## config.mk

```make
export PLATFORM = sky130hd
export DESIGN_NAME = dsrc_top
export DESIGN_NICKNAME = d
export VERILOG_FILES = /design/src/inc/dsrc_pkg.sv /design/src/logic/dsrc_top.sv
export SDC_FILE = /design/constraint.sdc
export NUM_CORES = 1
export LEC_CHECK = 0
export BUFFER_PORTS_ARGS = -buffer_cell sky130_fd_sc_hd__buf_4
export CAP_MARGIN = 40
export CORE_MARGIN = 5
export CORE_UTILIZATION = 58
export DETAILED_ROUTE_END_ITERATION = 8
export GPL_TIMING_DRIVEN = 0
export HOLD_SLACK_MARGIN = 0.1
export PLACE_DENSITY_LB_ADDON = 0.05
export SYNTH_ARGS = -nofsm -noshare
export SYNTH_HDL_FRONTEND = slang
export SYNTH_SLANG_ARGS = --single-unit
```

## constraint.sdc

```tcl
create_clock -name clk_sys -period 8 [get_ports clk_sys]
set_input_delay 1.6 -clock clk_sys [delete_from_list [all_inputs] [get_ports clk_sys]]
set_output_delay 1.6 -clock clk_sys [all_outputs]
set_load 0.02 [all_outputs]
```

## src/inc/dsrc_pkg.sv

```systemverilog
package dsrc_pkg;
	// data-rate codes held in the rate register
	localparam logic [1:0] DSRC_RATE_500K = 2'h0;
	localparam logic [1:0] DSRC_RATE_300K = 2'h1;
	localparam logic [1:0] DSRC_RATE_250K = 2'h2;
	localparam logic [1:0] DSRC_RATE_1M = 2'h3;
	localparam logic [1:0] DSRC_RATE_RESET = DSRC_RATE_250K;
	// core prescaler divide codes (24 MHz / n)
	localparam logic [2:0] DSRC_CORE_DIV3 = 3'h3;
	localparam logic [2:0] DSRC_CORE_DIV5 = 3'h5;
	localparam logic [2:0] DSRC_CORE_DIV6 = 3'h6;
	// vco divide factors
	localparam logic [4:0] DSRC_VCO_DIV4 = 5'h04;
	localparam logic [4:0] DSRC_VCO_DIV8 = 5'h08;
	localparam logic [4:0] DSRC_VCO_DIV16 = 5'h10;
	// apb register map
	localparam int DSRC_ADDR_W = 8;
	localparam logic [7:0] DSRC_OFS_DATA = 8'h00;
	localparam logic [7:0] DSRC_OFS_STATUS = 8'h04;
	localparam logic [7:0] DSRC_OFS_RATE = 8'h08;
	localparam logic [7:0] DSRC_OFS_MODE = 8'h0c;
	localparam logic [7:0] DSRC_OFS_SEP = 8'h10;
	// main status bits
	localparam int DSRC_MSR_RQM = 7;
	localparam int DSRC_MSR_DIO = 6;
	localparam int DSRC_MSR_BUSY = 4;
	// mode register bits
	localparam int DSRC_MODE_PU = 0;
	localparam int DSRC_MODE_RG = 1;
	localparam int DSRC_MODE_RDEN = 2;
	localparam logic [2:0] DSRC_MODE_RESET = 3'h0;
	// separator status bits
	localparam int DSRC_SEP_LOCKED = 0;
	localparam int DSRC_SEP_SEARCH = 1;
	localparam int DSRC_SEP_OVR = 2;
	localparam int DSRC_SEP_TRIM_LO = 4;
	// timing: half bit cell per rate at the system clock
	localparam int DSRC_CLK_MHZ = 20;
	localparam int DSRC_HALF_1M_NS = 500;
	localparam int DSRC_HALF_500K_NS = 1000;
	localparam int DSRC_HALF_300K_NS = 1667;
	localparam int DSRC_HALF_250K_NS = 2000;
	localparam logic [7:0] DSRC_HALF_1M_CYC = 8'(DSRC_HALF_1M_NS * DSRC_CLK_MHZ / 1000);
	localparam logic [7:0] DSRC_HALF_500K_CYC = 8'(DSRC_HALF_500K_NS * DSRC_CLK_MHZ / 1000);
	localparam logic [7:0] DSRC_HALF_300K_CYC = 8'(DSRC_HALF_300K_NS * DSRC_CLK_MHZ / 1000);
	localparam logic [7:0] DSRC_HALF_250K_CYC = 8'(DSRC_HALF_250K_NS * DSRC_CLK_MHZ / 1000);
	// lock must come within half of the preamble
	localparam int DSRC_PREAMBLE_BYTES = 12;
	localparam logic [7:0] DSRC_LOCK_CELLS = 8'(DSRC_PREAMBLE_BYTES * 8 / 2);
	// cell-period trim of the secondary loop
	localparam logic [2:0] DSRC_TRIM_MID = 3'h4;
	localparam logic [2:0] DSRC_TRIM_MAX = 3'h7;
	localparam logic [2:0] DSRC_TRIM_MIN = 3'h0;
	localparam logic [2:0] DSRC_BIT_LAST = 3'h7;

	typedef struct packed {
		logic filt_hi;
		logic filt_lo;
		logic [2:0] core_div;
		logic [4:0] vco_div;
		logic vco_48;
		logic [7:0] half_cyc;
	} dsrc_rate_cfg_t;

	typedef enum logic [1:0] {
		DSRC_ST_IDLE = 2'b00,
		DSRC_ST_SEARCH = 2'b01,
		DSRC_ST_LOCKED = 2'b10
	} dsrc_state_t;
endpackage : dsrc_pkg

```

## src/logic/dsrc_top.sv

```systemverilog
// How it works
// - core clock prescaler picks 4, 4.8 or 8 MHz from the rate setting
// - commands in and results out one byte at a time, paced by status flags
// - 500 kb/s enables high-rate filter switch, low-rate switch off
// - 250 or 300 kb/s enables low-rate switch, high-rate switch off
// - 1 Mb/s turns both filter switches off
// - vco divide is 4 at 1M, 8 at 500k, 16 at 300k and 250k
// - vco centre is 4 MHz except 4.8 MHz at 300 kb/s
// - non-preamble pattern during id search forces relock to reference
// - pump output and external read gate enabled by mode bits
// - pump enabled: shared pin shows charge pump corrections
// - external read gate starts the id search for lock to data, or forces back to reference
// - quarter-period centring with secondary loop trimming the cell period
// - split clock and data pulses, assemble data bits into bytes
// - lock declared within half the twelve-byte preamble
// - speed-type low with 300 kb/s runs everything at 250 kb/s
// - pump enable turns pin to output and forces scaled precomp
// - reset sets the rate to 250 kb/s
`timescale 1ns/1ps
module dsrc_top (
	input wire logic clk_sys, // 20 MHz system clock
	input wire logic reset, // synchronous, active high
	input wire logic psel, // apb select
	input wire logic penable, // apb access phase
	input wire logic pwrite, // apb direction
	input wire logic [dsrc_pkg::DSRC_ADDR_W-1:0] paddr, // apb byte address
	input wire logic [31:0] pwdata, // apb write data
	output logic [31:0] prdata, // apb read data
	output logic pready, // apb ready
	output logic pslverr, // apb error on unmapped address
	input wire logic rdata_n, // raw read data, active low
	input wire logic drive_speed_type, // high: true 300 kb/s
	input wire logic ext_read_gate, // external read gate
	input wire logic pump_up, // charge pump raising correction
	input wire logic pump_dn, // charge pump lowering correction
	input wire logic pump_or_precomp_pin_i, // shared pin level
	output logic pump_or_precomp_pin_o, // shared pin drive value
	output logic pump_or_precomp_pin_oe, // shared pin drive enable
	output logic precomp_scaled, // precomp mode seen by write logic
	output logic filter_sw_high_rate, // high-rate filter ground switch on
	output logic filter_sw_low_rate, // low-rate filter ground switch on
	output logic [2:0] core_clk_div, // core prescaler divide
	output logic [4:0] vco_div, // vco divide factor
	output logic vco_center_48, // vco centre 4.8 MHz when high
	output logic pll_ref_lock, // pll locked to reference clock
	output logic pll_relock, // one-cycle relock pulse
	output logic [7:0] cmd_byte, // command byte to core
	output logic cmd_valid, // one-cycle command strobe
	input wire logic cmd_taken, // core consumed the command
	input wire logic [7:0] res_byte, // result byte from core
	input wire logic res_valid, // result byte strobe
	output logic res_ready // result path may accept
);
	import dsrc_pkg::*;

	logic pready_r;
	logic [31:0] prdata_r;
	logic pslverr_r;
	logic [1:0] rate_r;
	logic [2:0] mode_r;
	logic [1:0] eff_rate;
	dsrc_rate_cfg_t cfg_nxt;
	dsrc_rate_cfg_t cfg_r;
	logic pump_o_r;
	logic pump_oe_r;
	logic precomp_r;
	logic rdata_d_r;
	logic rd_pulse;
	logic read_gate;
	dsrc_state_t state_r;
	logic [7:0] phase_r;
	logic [7:0] period;
	logic [7:0] centre;
	logic wrap;
	logic slot_r;
	logic seen_r;
	logic [7:0] lock_cnt_r;
	logic [2:0] trim_r;
	logic framed_r;
	logic [2:0] bit_cnt_r;
	logic [7:0] shift_r;
	logic sep_done;
	logic [7:0] sep_byte;
	logic relock_r;
	logic [7:0] rx_byte_r;
	logic rx_full_r;
	logic rx_full_nxt;
	logic res_take;
	logic ovr_r;
	logic [7:0] cmd_byte_r;
	logic cmd_valid_r;
	logic cmd_busy_r;
	logic res_ready_r;
	logic wr_go;
	logic rd_go;
	logic [31:0] rd_mux;
	logic rd_err;

	// apb: one wait state, answer registered on the second access cycle
	always_ff @(posedge clk_sys) begin
		if (reset) begin
			pready_r <= 1'b0;
		end else begin
			pready_r <= psel & penable & ~pready_r;
		end
	end

	assign wr_go = psel & penable & pready_r & pwrite;
	assign rd_go = psel & penable & pready_r & ~pwrite;

	// read mux and decode; unmapped reads give zero and an error
	always_comb begin
		rd_mux = 32'h0;
		rd_err = 1'b0;
		case (paddr)
			DSRC_OFS_DATA: rd_mux[7:0] = rx_byte_r;
			DSRC_OFS_STATUS: begin
				rd_mux[DSRC_MSR_RQM] = rx_full_r | ~cmd_busy_r;
				rd_mux[DSRC_MSR_DIO] = rx_full_r;
				rd_mux[DSRC_MSR_BUSY] = cmd_busy_r;
			end
			DSRC_OFS_RATE: rd_mux[1:0] = rate_r;
			DSRC_OFS_MODE: rd_mux[2:0] = mode_r;
			DSRC_OFS_SEP: begin
				rd_mux[DSRC_SEP_LOCKED] = (state_r == DSRC_ST_LOCKED);
				rd_mux[DSRC_SEP_SEARCH] = (state_r == DSRC_ST_SEARCH);
				rd_mux[DSRC_SEP_OVR] = ovr_r;
				rd_mux[DSRC_SEP_TRIM_LO +: 3] = trim_r;
			end
			default: rd_err = 1'b1;
		endcase
	end

	// read data and error captured one cycle before ready
	always_ff @(posedge clk_sys) begin
		if (reset) begin
			prdata_r <= 32'h0;
			pslverr_r <= 1'b0;
		end else if (psel & penable & ~pready_r) begin
			prdata_r <= rd_mux;
			pslverr_r <= rd_err;
		end else begin
			pslverr_r <= 1'b0;
		end
	end

	// rate and mode registers
	always_ff @(posedge clk_sys) begin
		if (reset) begin
			rate_r <= DSRC_RATE_RESET;
			mode_r <= DSRC_MODE_RESET;
		end else if (wr_go) begin
			if (paddr == DSRC_OFS_RATE) begin
				rate_r <= pwdata[1:0];
			end
			if (paddr == DSRC_OFS_MODE) begin
				mode_r <= pwdata[2:0];
			end
		end
	end

	// dual-speed drives run the 300 setting at 250
	assign eff_rate = (rate_r == DSRC_RATE_300K && !drive_speed_type) ?
		DSRC_RATE_250K : rate_r;

	// rate decode; fm rates are not distinguished here
	always_comb begin
		cfg_nxt = '0;
		case (eff_rate)
			DSRC_RATE_500K: begin
				cfg_nxt.filt_hi = 1'b1;
				cfg_nxt.filt_lo = 1'b0;
				cfg_nxt.core_div = DSRC_CORE_DIV3;
				cfg_nxt.vco_div = DSRC_VCO_DIV8;
				cfg_nxt.vco_48 = 1'b0;
				cfg_nxt.half_cyc = DSRC_HALF_500K_CYC;
			end
			DSRC_RATE_300K: begin
				cfg_nxt.filt_hi = 1'b0;
				cfg_nxt.filt_lo = 1'b1;
				cfg_nxt.core_div = DSRC_CORE_DIV5;
				cfg_nxt.vco_div = DSRC_VCO_DIV16;
				cfg_nxt.vco_48 = 1'b1;
				cfg_nxt.half_cyc = DSRC_HALF_300K_CYC;
			end
			DSRC_RATE_1M: begin
				cfg_nxt.filt_hi = 1'b0;
				cfg_nxt.filt_lo = 1'b0;
				cfg_nxt.core_div = DSRC_CORE_DIV3;
				cfg_nxt.vco_div = DSRC_VCO_DIV4;
				cfg_nxt.vco_48 = 1'b0;
				cfg_nxt.half_cyc = DSRC_HALF_1M_CYC;
			end
			default: begin
				cfg_nxt.filt_hi = 1'b0;
				cfg_nxt.filt_lo = 1'b1;
				cfg_nxt.core_div = DSRC_CORE_DIV6;
				cfg_nxt.vco_div = DSRC_VCO_DIV16;
				cfg_nxt.vco_48 = 1'b0;
				cfg_nxt.half_cyc = DSRC_HALF_250K_CYC;
			end
		endcase
	end

	// one register for all rate outputs, so no mixed combination appears
	always_ff @(posedge clk_sys) begin
		if (reset) begin
			cfg_r <= '0;
		end else begin
			cfg_r <= cfg_nxt;
		end
	end

	// shared pump / precomp pin
	always_ff @(posedge clk_sys) begin
		if (reset) begin
			pump_o_r <= 1'b0;
			pump_oe_r <= 1'b0;
			precomp_r <= 1'b0;
		end else begin
			pump_oe_r <= mode_r[DSRC_MODE_PU];
			pump_o_r <= mode_r[DSRC_MODE_PU] & (pump_up | pump_dn);
			precomp_r <= mode_r[DSRC_MODE_PU] | pump_or_precomp_pin_i;
		end
	end

	// falling edge of raw data marks a flux pulse
	always_ff @(posedge clk_sys) begin
		if (reset) begin
			rdata_d_r <= 1'b1;
		end else begin
			rdata_d_r <= rdata_n;
		end
	end

	assign rd_pulse = rdata_d_r & ~rdata_n;
	assign read_gate = mode_r[DSRC_MODE_RG] ? ext_read_gate : mode_r[DSRC_MODE_RDEN];
	// trimmed half-cell; centre sits a quarter bit cell
	assign period = cfg_r.half_cyc + 8'(trim_r) - 8'(DSRC_TRIM_MID);
	assign centre = {1'b0, period[7:1]};
	assign wrap = (phase_r >= period - 8'h01);

	// cell timer: a pulse re-centres the phase, wrap flips clock/data slot
	always_ff @(posedge clk_sys) begin
		if (reset) begin
			phase_r <= 8'h00;
			slot_r <= 1'b0;
			seen_r <= 1'b0;
		end else if (state_r == DSRC_ST_IDLE) begin
			phase_r <= 8'h00;
			slot_r <= 1'b0;
			seen_r <= 1'b0;
		end else if (rd_pulse) begin
			phase_r <= centre;
			seen_r <= slot_r;
			if (state_r == DSRC_ST_SEARCH && slot_r) begin
				slot_r <= 1'b0; // realign on relock
			end
		end else if (wrap) begin
			phase_r <= 8'h00;
			slot_r <= ~slot_r;
			if (slot_r) begin
				seen_r <= 1'b0;
			end
		end else begin
			phase_r <= phase_r + 8'h01;
		end
	end

	// secondary loop: early pulses shorten the cell, late ones lengthen it
	always_ff @(posedge clk_sys) begin
		if (reset) begin
			trim_r <= DSRC_TRIM_MID;
		end else if (rd_pulse && state_r == DSRC_ST_LOCKED) begin
			if (phase_r < centre && trim_r != DSRC_TRIM_MIN) begin
				trim_r <= trim_r - 3'h1;
			end else if (phase_r > centre && trim_r != DSRC_TRIM_MAX) begin
				trim_r <= trim_r + 3'h1;
			end
		end
	end

	// id search: count preamble clock pulses, relock on anything else
	always_ff @(posedge clk_sys) begin
		if (reset) begin
			state_r <= DSRC_ST_IDLE;
			lock_cnt_r <= 8'h00;
			relock_r <= 1'b0;
		end else begin
			relock_r <= 1'b0;
			case (state_r)
				DSRC_ST_IDLE: begin
					lock_cnt_r <= 8'h00;
					if (read_gate) begin
						state_r <= DSRC_ST_SEARCH;
					end
				end
				DSRC_ST_SEARCH: begin
					if (!read_gate) begin
						state_r <= DSRC_ST_IDLE;
					end else if (rd_pulse && slot_r) begin
						lock_cnt_r <= 8'h00;
						relock_r <= 1'b1;
					end else if (rd_pulse) begin
						if (lock_cnt_r == DSRC_LOCK_CELLS - 8'h01) begin
							state_r <= DSRC_ST_LOCKED;
						end
						lock_cnt_r <= lock_cnt_r + 8'h01;
					end
				end
				DSRC_ST_LOCKED: begin
					if (!read_gate) begin
						state_r <= DSRC_ST_IDLE;
						relock_r <= 1'b1;
					end
				end
				default: state_r <= DSRC_ST_IDLE;
			endcase
		end
	end

	// deserialiser: first data one after lock frames the byte stream
	always_ff @(posedge clk_sys) begin
		if (reset) begin
			framed_r <= 1'b0;
			bit_cnt_r <= 3'h0;
			shift_r <= 8'h00;
		end else if (state_r != DSRC_ST_LOCKED) begin
			framed_r <= 1'b0;
			bit_cnt_r <= 3'h0;
		end else if (wrap && slot_r && (framed_r || seen_r)) begin
			framed_r <= 1'b1;
			shift_r <= {shift_r[6:0], seen_r};
			bit_cnt_r <= bit_cnt_r + 3'h1;
		end
	end

	assign sep_done = (state_r == DSRC_ST_LOCKED) && wrap && slot_r &&
		(framed_r || seen_r) && (bit_cnt_r == DSRC_BIT_LAST);
	assign sep_byte = {shift_r[6:0], seen_r};
	assign res_take = res_valid & ~rx_full_r & ~sep_done;

	// byte toward the host; a new byte wins over the read that clears it
	always_comb begin
		rx_full_nxt = rx_full_r;
		if (rd_go && paddr == DSRC_OFS_DATA) begin
			rx_full_nxt = 1'b0;
		end
		if (sep_done || res_take) begin
			rx_full_nxt = 1'b1;
		end
	end

	always_ff @(posedge clk_sys) begin
		if (reset) begin
			rx_byte_r <= 8'h00;
			rx_full_r <= 1'b0;
			res_ready_r <= 1'b0;
		end else begin
			rx_full_r <= rx_full_nxt;
			res_ready_r <= ~rx_full_nxt;
			if (sep_done) begin
				rx_byte_r <= sep_byte;
			end else if (res_take) begin
				rx_byte_r <= res_byte;
			end
		end
	end

	// overrun: a new separator byte overwrote the previous one while it was unread
	always_ff @(posedge clk_sys) begin
		if (reset) begin
			ovr_r <= 1'b0;
		end else if (sep_done && rx_full_r && !(rd_go && paddr == DSRC_OFS_DATA)) begin
			ovr_r <= 1'b1;
		end else if (rd_go && paddr == DSRC_OFS_SEP) begin
			ovr_r <= 1'b0;
		end
	end

	// command byte; refused while busy or while a byte waits for the host
	always_ff @(posedge clk_sys) begin
		if (reset) begin
			cmd_byte_r <= 8'h00;
			cmd_valid_r <= 1'b0;
			cmd_busy_r <= 1'b0;
		end else begin
			cmd_valid_r <= 1'b0;
			if (wr_go && paddr == DSRC_OFS_DATA && !cmd_busy_r && !rx_full_r) begin
				cmd_byte_r <= pwdata[7:0];
				cmd_valid_r <= 1'b1;
				cmd_busy_r <= 1'b1;
			end else if (cmd_taken) begin
				cmd_busy_r <= 1'b0;
			end
		end
	end

	assign prdata = prdata_r;
	assign pready = pready_r;
	assign pslverr = pslverr_r;
	assign pump_or_precomp_pin_o = pump_o_r;
	assign pump_or_precomp_pin_oe = pump_oe_r;
	assign precomp_scaled = precomp_r;
	assign filter_sw_high_rate = cfg_r.filt_hi;
	assign filter_sw_low_rate = cfg_r.filt_lo;
	assign core_clk_div = cfg_r.core_div;
	assign vco_div = cfg_r.vco_div;
	assign vco_center_48 = cfg_r.vco_48;
	assign pll_ref_lock = (state_r != DSRC_ST_LOCKED);
	assign pll_relock = relock_r;
	assign cmd_byte = cmd_byte_r;
	assign cmd_valid = cmd_valid_r;
	assign res_ready = res_ready_r;
endmodule : dsrc_top

```

Word-level counts from Yosys, hierarchy flattened
Index checks and enable logic that the tools add are counted.
{"block": "op_classes", "n_addsub": 8, "magnitude_cmp": 3, "n_eq_ne": 21, "mux": 45, "bitwise_logic": 22, "n_reduce_logical": 49}
{"cell": "$pmux W19 S3", "n": 1}
{"cell": "$mux W8", "n": 5}
{"cell": "$logic_and A1 B1 Y1", "n": 19}
{"cell": "$mux W1", "n": 19}
{"cell": "$add A8 B1 Y8 const B", "n": 2}
{"cell": "$eq A8 B4 Y1 const B", "n": 2}
{"cell": "$pmux W8 S2", "n": 1}
{"cell": "$mux W2", "n": 7}
{"cell": "$mux W7", "n": 2}
{"cell": "$reduce_bool A2 Y1", "n": 7}
{"cell": "$reduce_and A2 Y1", "n": 6}
{"cell": "$not A1 Y1", "n": 10}
{"cell": "$and A1 B1 Y1", "n": 9}
{"cell": "$ne A3 B3 Y1 const B", "n": 3}
{"cell": "$pmux W1 S3", "n": 3}
{"cell": "$add A8 B3 Y8", "n": 1}
{"cell": "$eq A8 B3 Y1 const B", "n": 1}
{"cell": "$eq A8 B5 Y1 const B", "n": 1}
{"cell": "$eq A8 B6 Y1 const B", "n": 1}
{"cell": "$ge A8 B8 Y1", "n": 1}
{"cell": "$gt A8 B7 Y1", "n": 1}
{"cell": "$logic_not A8 Y1", "n": 1}
{"cell": "$lt A8 B7 Y1", "n": 1}
{"cell": "$ne A2 B2 Y1 const B", "n": 4}
{"cell": "other kinds (23)", "n": 40}
{"block": "totals", "regBits": 94, "input_bits": 61, "output_inout_bits": 60, "word_cells": 181}

Depth between registers and ports, before layout
{"block": "depth", "ltp_word": 13, "ltp_mapped": 20, "mapped_depth_nobuf": 20}

Least setup slack after synthesis
OpenSTA, ideal clock, no wires.
{"block": "synth_timing", "path_kind": "register to register", "start": "register vco_div[3] (netlist name)", "end": "register trim_r[2]", "setup_time_ns": 0.072, "arrival_ns": 3.804, "required_time_ns": 7.928, "setup_slack_ns": 4.124, "stages_incl_launch_ff": 21, "n_path_buf": 0, "period_less_slack_ns": 3.876, "cell_sequence": "dfxtp_1 > inv_1 > ha_1 > inv_1 > ha_1 > a21o_1 > a21oi_1 > o21bai_1 > a21oi_1 > xnor2_1 > inv_1 > ha_1 > and3b_1 > a31oi_1 > and2_4 > nand2b_1 > fa_1 > inv_1 > nor3_1 > a22oi_1 > mux2i_1"}
{"item": "end signal: assignment", "line": "dsrc_top.sv:276", "source": "trim_r <= trim_r - 3'h1;"}
{"item": "end signal: assignment", "line": "dsrc_top.sv:278", "source": "trim_r <= trim_r + 3'h1;"}
{"item": "end: declaration", "line": "dsrc_top.sv:78", "source": "logic [2:0] trim_r;"}

==> results.json <==
{
  "track_usage": 0.2147,
  "setup_viol": 0,
  "stdcell_area_sq_um": 5599,
  "clock_sinks": 82,
  "endpoint_kind": "register",
  "power_density_nw_per_um2": 184.0,
  "detail_route.wirelength_mm": 10.49,
  "seq_area_sq_um": 1642,
  "path_class": "register to register",
  "worstPathRequired_ps": 8280,
  "postCtsSetupRepairBufs": 0,
  "drt_iter0_markers": 166,
  "seq_area_frac_synth": 0.3528,
  "mostFrequentLayoutCell": "buf_4",
  "die_width_um": 99.57,
  "grt_first_pass_wirelength_mm": 17.39,
  "io_buffer_count": 69,
  "clock_path_buffers": 2,
  "core_area_sq_um": 7767,
  "final_cell_mix": "buf_4 (102), dfxtp_1 (82), nor2_1 (73)",
  "drcViolationCount": 0,
  "root_buffer": "clkbuf_8",
  "clk_latency_ps": 350,
  "syn_to_final_growth_pct": 20.33,
  "slew_violations": 0,
  "ys_types": 58,
  "fin_crit_sh": 0.5201,
  "final_layout_size_suffix_gt1_frac": 0.2157,
  "synthesis.area_sq_um": 4653,
  "multiInputGateArea_sq_um": 2655,
  "ys_warn_count": 0,
  "worst_ep_arrival_time_ps": 4440,
  "grt_max_degree": 14,
  "grt_pass1_vias": 3874,
  "overflow": 0,
  "cts-buffers-inserted": 9,
  "hp-class": "register to register",
  "rsz0062_at_grt": "no",
  "peakVddDrop_uv": 122.8,
  "skew_ps": 6.202,
  "cts_htree_levels": 3,
  "p_leak_nw": 2.640,
  "ioPinCount": 121,
  "place.gp.congestion": 0.8640,
  "dp.cells": 735,
  "fin_cells": 751,
  "relSlewSlack": 0.5099,
  "num_vias": 3950,
  "first_pass_iters": 5,
  "postRouteAntennaNets": 0,
  "crit_path_start_kind": "register",
  "setup_tns_ps": 0,
  "fin_nets": 741,
  "ys_ff_latch": 82,
  "avgSynthCellArea_sq_um": 8.633,
  "maxCapViolations": 0,
  "die_h_um": 99.57,
  "synthArstFlopShare": 0,
  "antenna_found_initial": 0,
  "crit_fanout": 4,
  "cts-resized-gates": 0,
  "hold_buffers": 0,
  "viasPerCell": 5.260,
  "finalHoldViolations": 0,
  "initial_core_util": 0.5991,
  "post-dp-hpwl_mm": 8.153,
  "postPlaceCellArea_sq_um": 5393,
  "synth_cells": 539,
  "holdWs_ps": 454.6,
  "period_needed_ps": 4161,
  "path_clk_slew_ps": 80,
  "n_antenna_cell": 0,
  "status": "completed",
  "rows": 32,
  "fmax_ghz": 0.2403,
  "cts_tree": "done",
  "synth_edf_count": 0,
  "wl_per_cell_um": 13.96,
  "ys.flop_type": "dfxtp_1",
  "fill_cells": 612,
  "tightest_slew_ps": 735.1,
  "dieArea_sq_um": 9914
}
[logic make-up (layout without fill, tap and decap cells)]
| group | after synthesis | in the layout | share of synthesized area |
|---|---|---|---|
| XOR/XNOR | 25 | 25 | 0.05163 |
| AND/OR/NAND/NOR | 188 | 188 | 0.1912 |
| other | 1 | 26 | 0.0008059 |
| multiplexers | 33 | 33 | 0.07233 |
| flip-flops | 82 | 82 | 0.3528 |
| AO/OA/AOI/OAI | 90 | 90 | 0.1344 |
| adder cells (fa/ha/maj) | 36 | 36 | 0.1000 |
| buffers and inverters | 84 | 169 | 0.09680 |
[cell type report]
cell class | instances | area share
timing repair buffer | 69 | 0.09251
clock buffer | 13 | 0.02838
inverter | 29 | 0.01944
sequential | 82 | 0.2932
tap | 102 | 0.02279
multi-input combinational | 398 | 0.4742
clock inverter | 3 | 0.008492
buffer | 55 | 0.06101
[worst max-delay path, stage by stage (launching register included)]
cell	delay, ps
dfxtp_1	400
inv_1	110
ha_1	300
inv_1	110
ha_1	240
a21o_1	170
a21oi_1	230
o21bai_1	90
a21oi_1	170
xnor2_1	210
inv_1	120
ha_1	280
and3b_1	200
a31oi_1	300
and2_4	220
nand2b_1	70
fa_1	360
inv_1	80
nor3_1	50
a22oi_1	170
mux2i_1	200
[flip-flops by register name, summed over array words and instances, names as in the netlist, 7 cells and up]
name        count
phase_r         8
prdata          8
rx_byte_r       8
shift_r         7
lock_cnt_r      8
cmd_byte        8
[cells in the mapped netlist (all sizes together) (3+ instances only)]
cell / instances / area [sq um]
nand2b: 7 / 43.79
nand3: 25 / 125.1
xnor2: 15 / 138.9
o211ai: 3 / 27.52
nand2: 35 / 138.9
and3: 3 / 18.77
a21oi: 38 / 220.2
ha: 34 / 425.4
a22oi: 5 / 37.54
dfxtp: 82 / 1642
nor2b: 7 / 43.79
or2: 6 / 37.54
clkbuf: 16 / 60.06
inv: 29 / 108.9
xor2: 9 / 78.83
nor3b: 9 / 67.56
nor2: 73 / 274.0
a31oi: 3 / 18.77
o21ai: 7 / 35.03
buf: 39 / 281.5
mux2i: 31 / 310.3
a211oi: 10 / 80.07
nor3: 13 / 65.06
a21o: 9 / 68.82
[power breakdown]
group / total [W] / switching, W / internal (W)
Clock: 0.000316 / 0.000153 / 0.000163
Combinational: 0.000273 / 0.000158 / 0.000115
Sequential: 0.000441 / 0.0000157 / 0.000425
Total: 0.00103 / 0.000327 / 0.000703
[routing by layer]
metal  share of wire  vias up  track usage  routed length [um]
met3           0.069       19      0.05820                 728
li1                -     1987            -                   -
met4           0.014        0      0.07458                 150
met5               0        -            0                   0
met1            0.43     1821       0.2576                4515
met2            0.49      123       0.3693                5092
[through the flow]
step / worst slack (ps) / total power (W) / utilization
after floorplan: 4124 / 0.0006509 / -
after global placement: 3976 / 0.0007108 / 0.6943
after detailed placement: 3917 / 0.0007204 / 0.6943
after CTS: 3834 / 0.001034 / 0.7208
after global routing: 3552 / 0.001091 / 0.7208
final: 3839 / 0.001030 / 0.7208
[worst paths after layout]
path | from | endpoint | slack [ps] | depth (start not counted)
hold / removal | prdata[3] | prdata[3] | 450 | 2
setup reg to reg | vco_div[3] | trim_r[2] | 3840 | 20
setup / recovery | vco_div[3] | trim_r[2] | 3840 | 20
hold reg to reg | prdata[3] | prdata[3] | 450 | 2
Power figures use the tool's default switching activity.
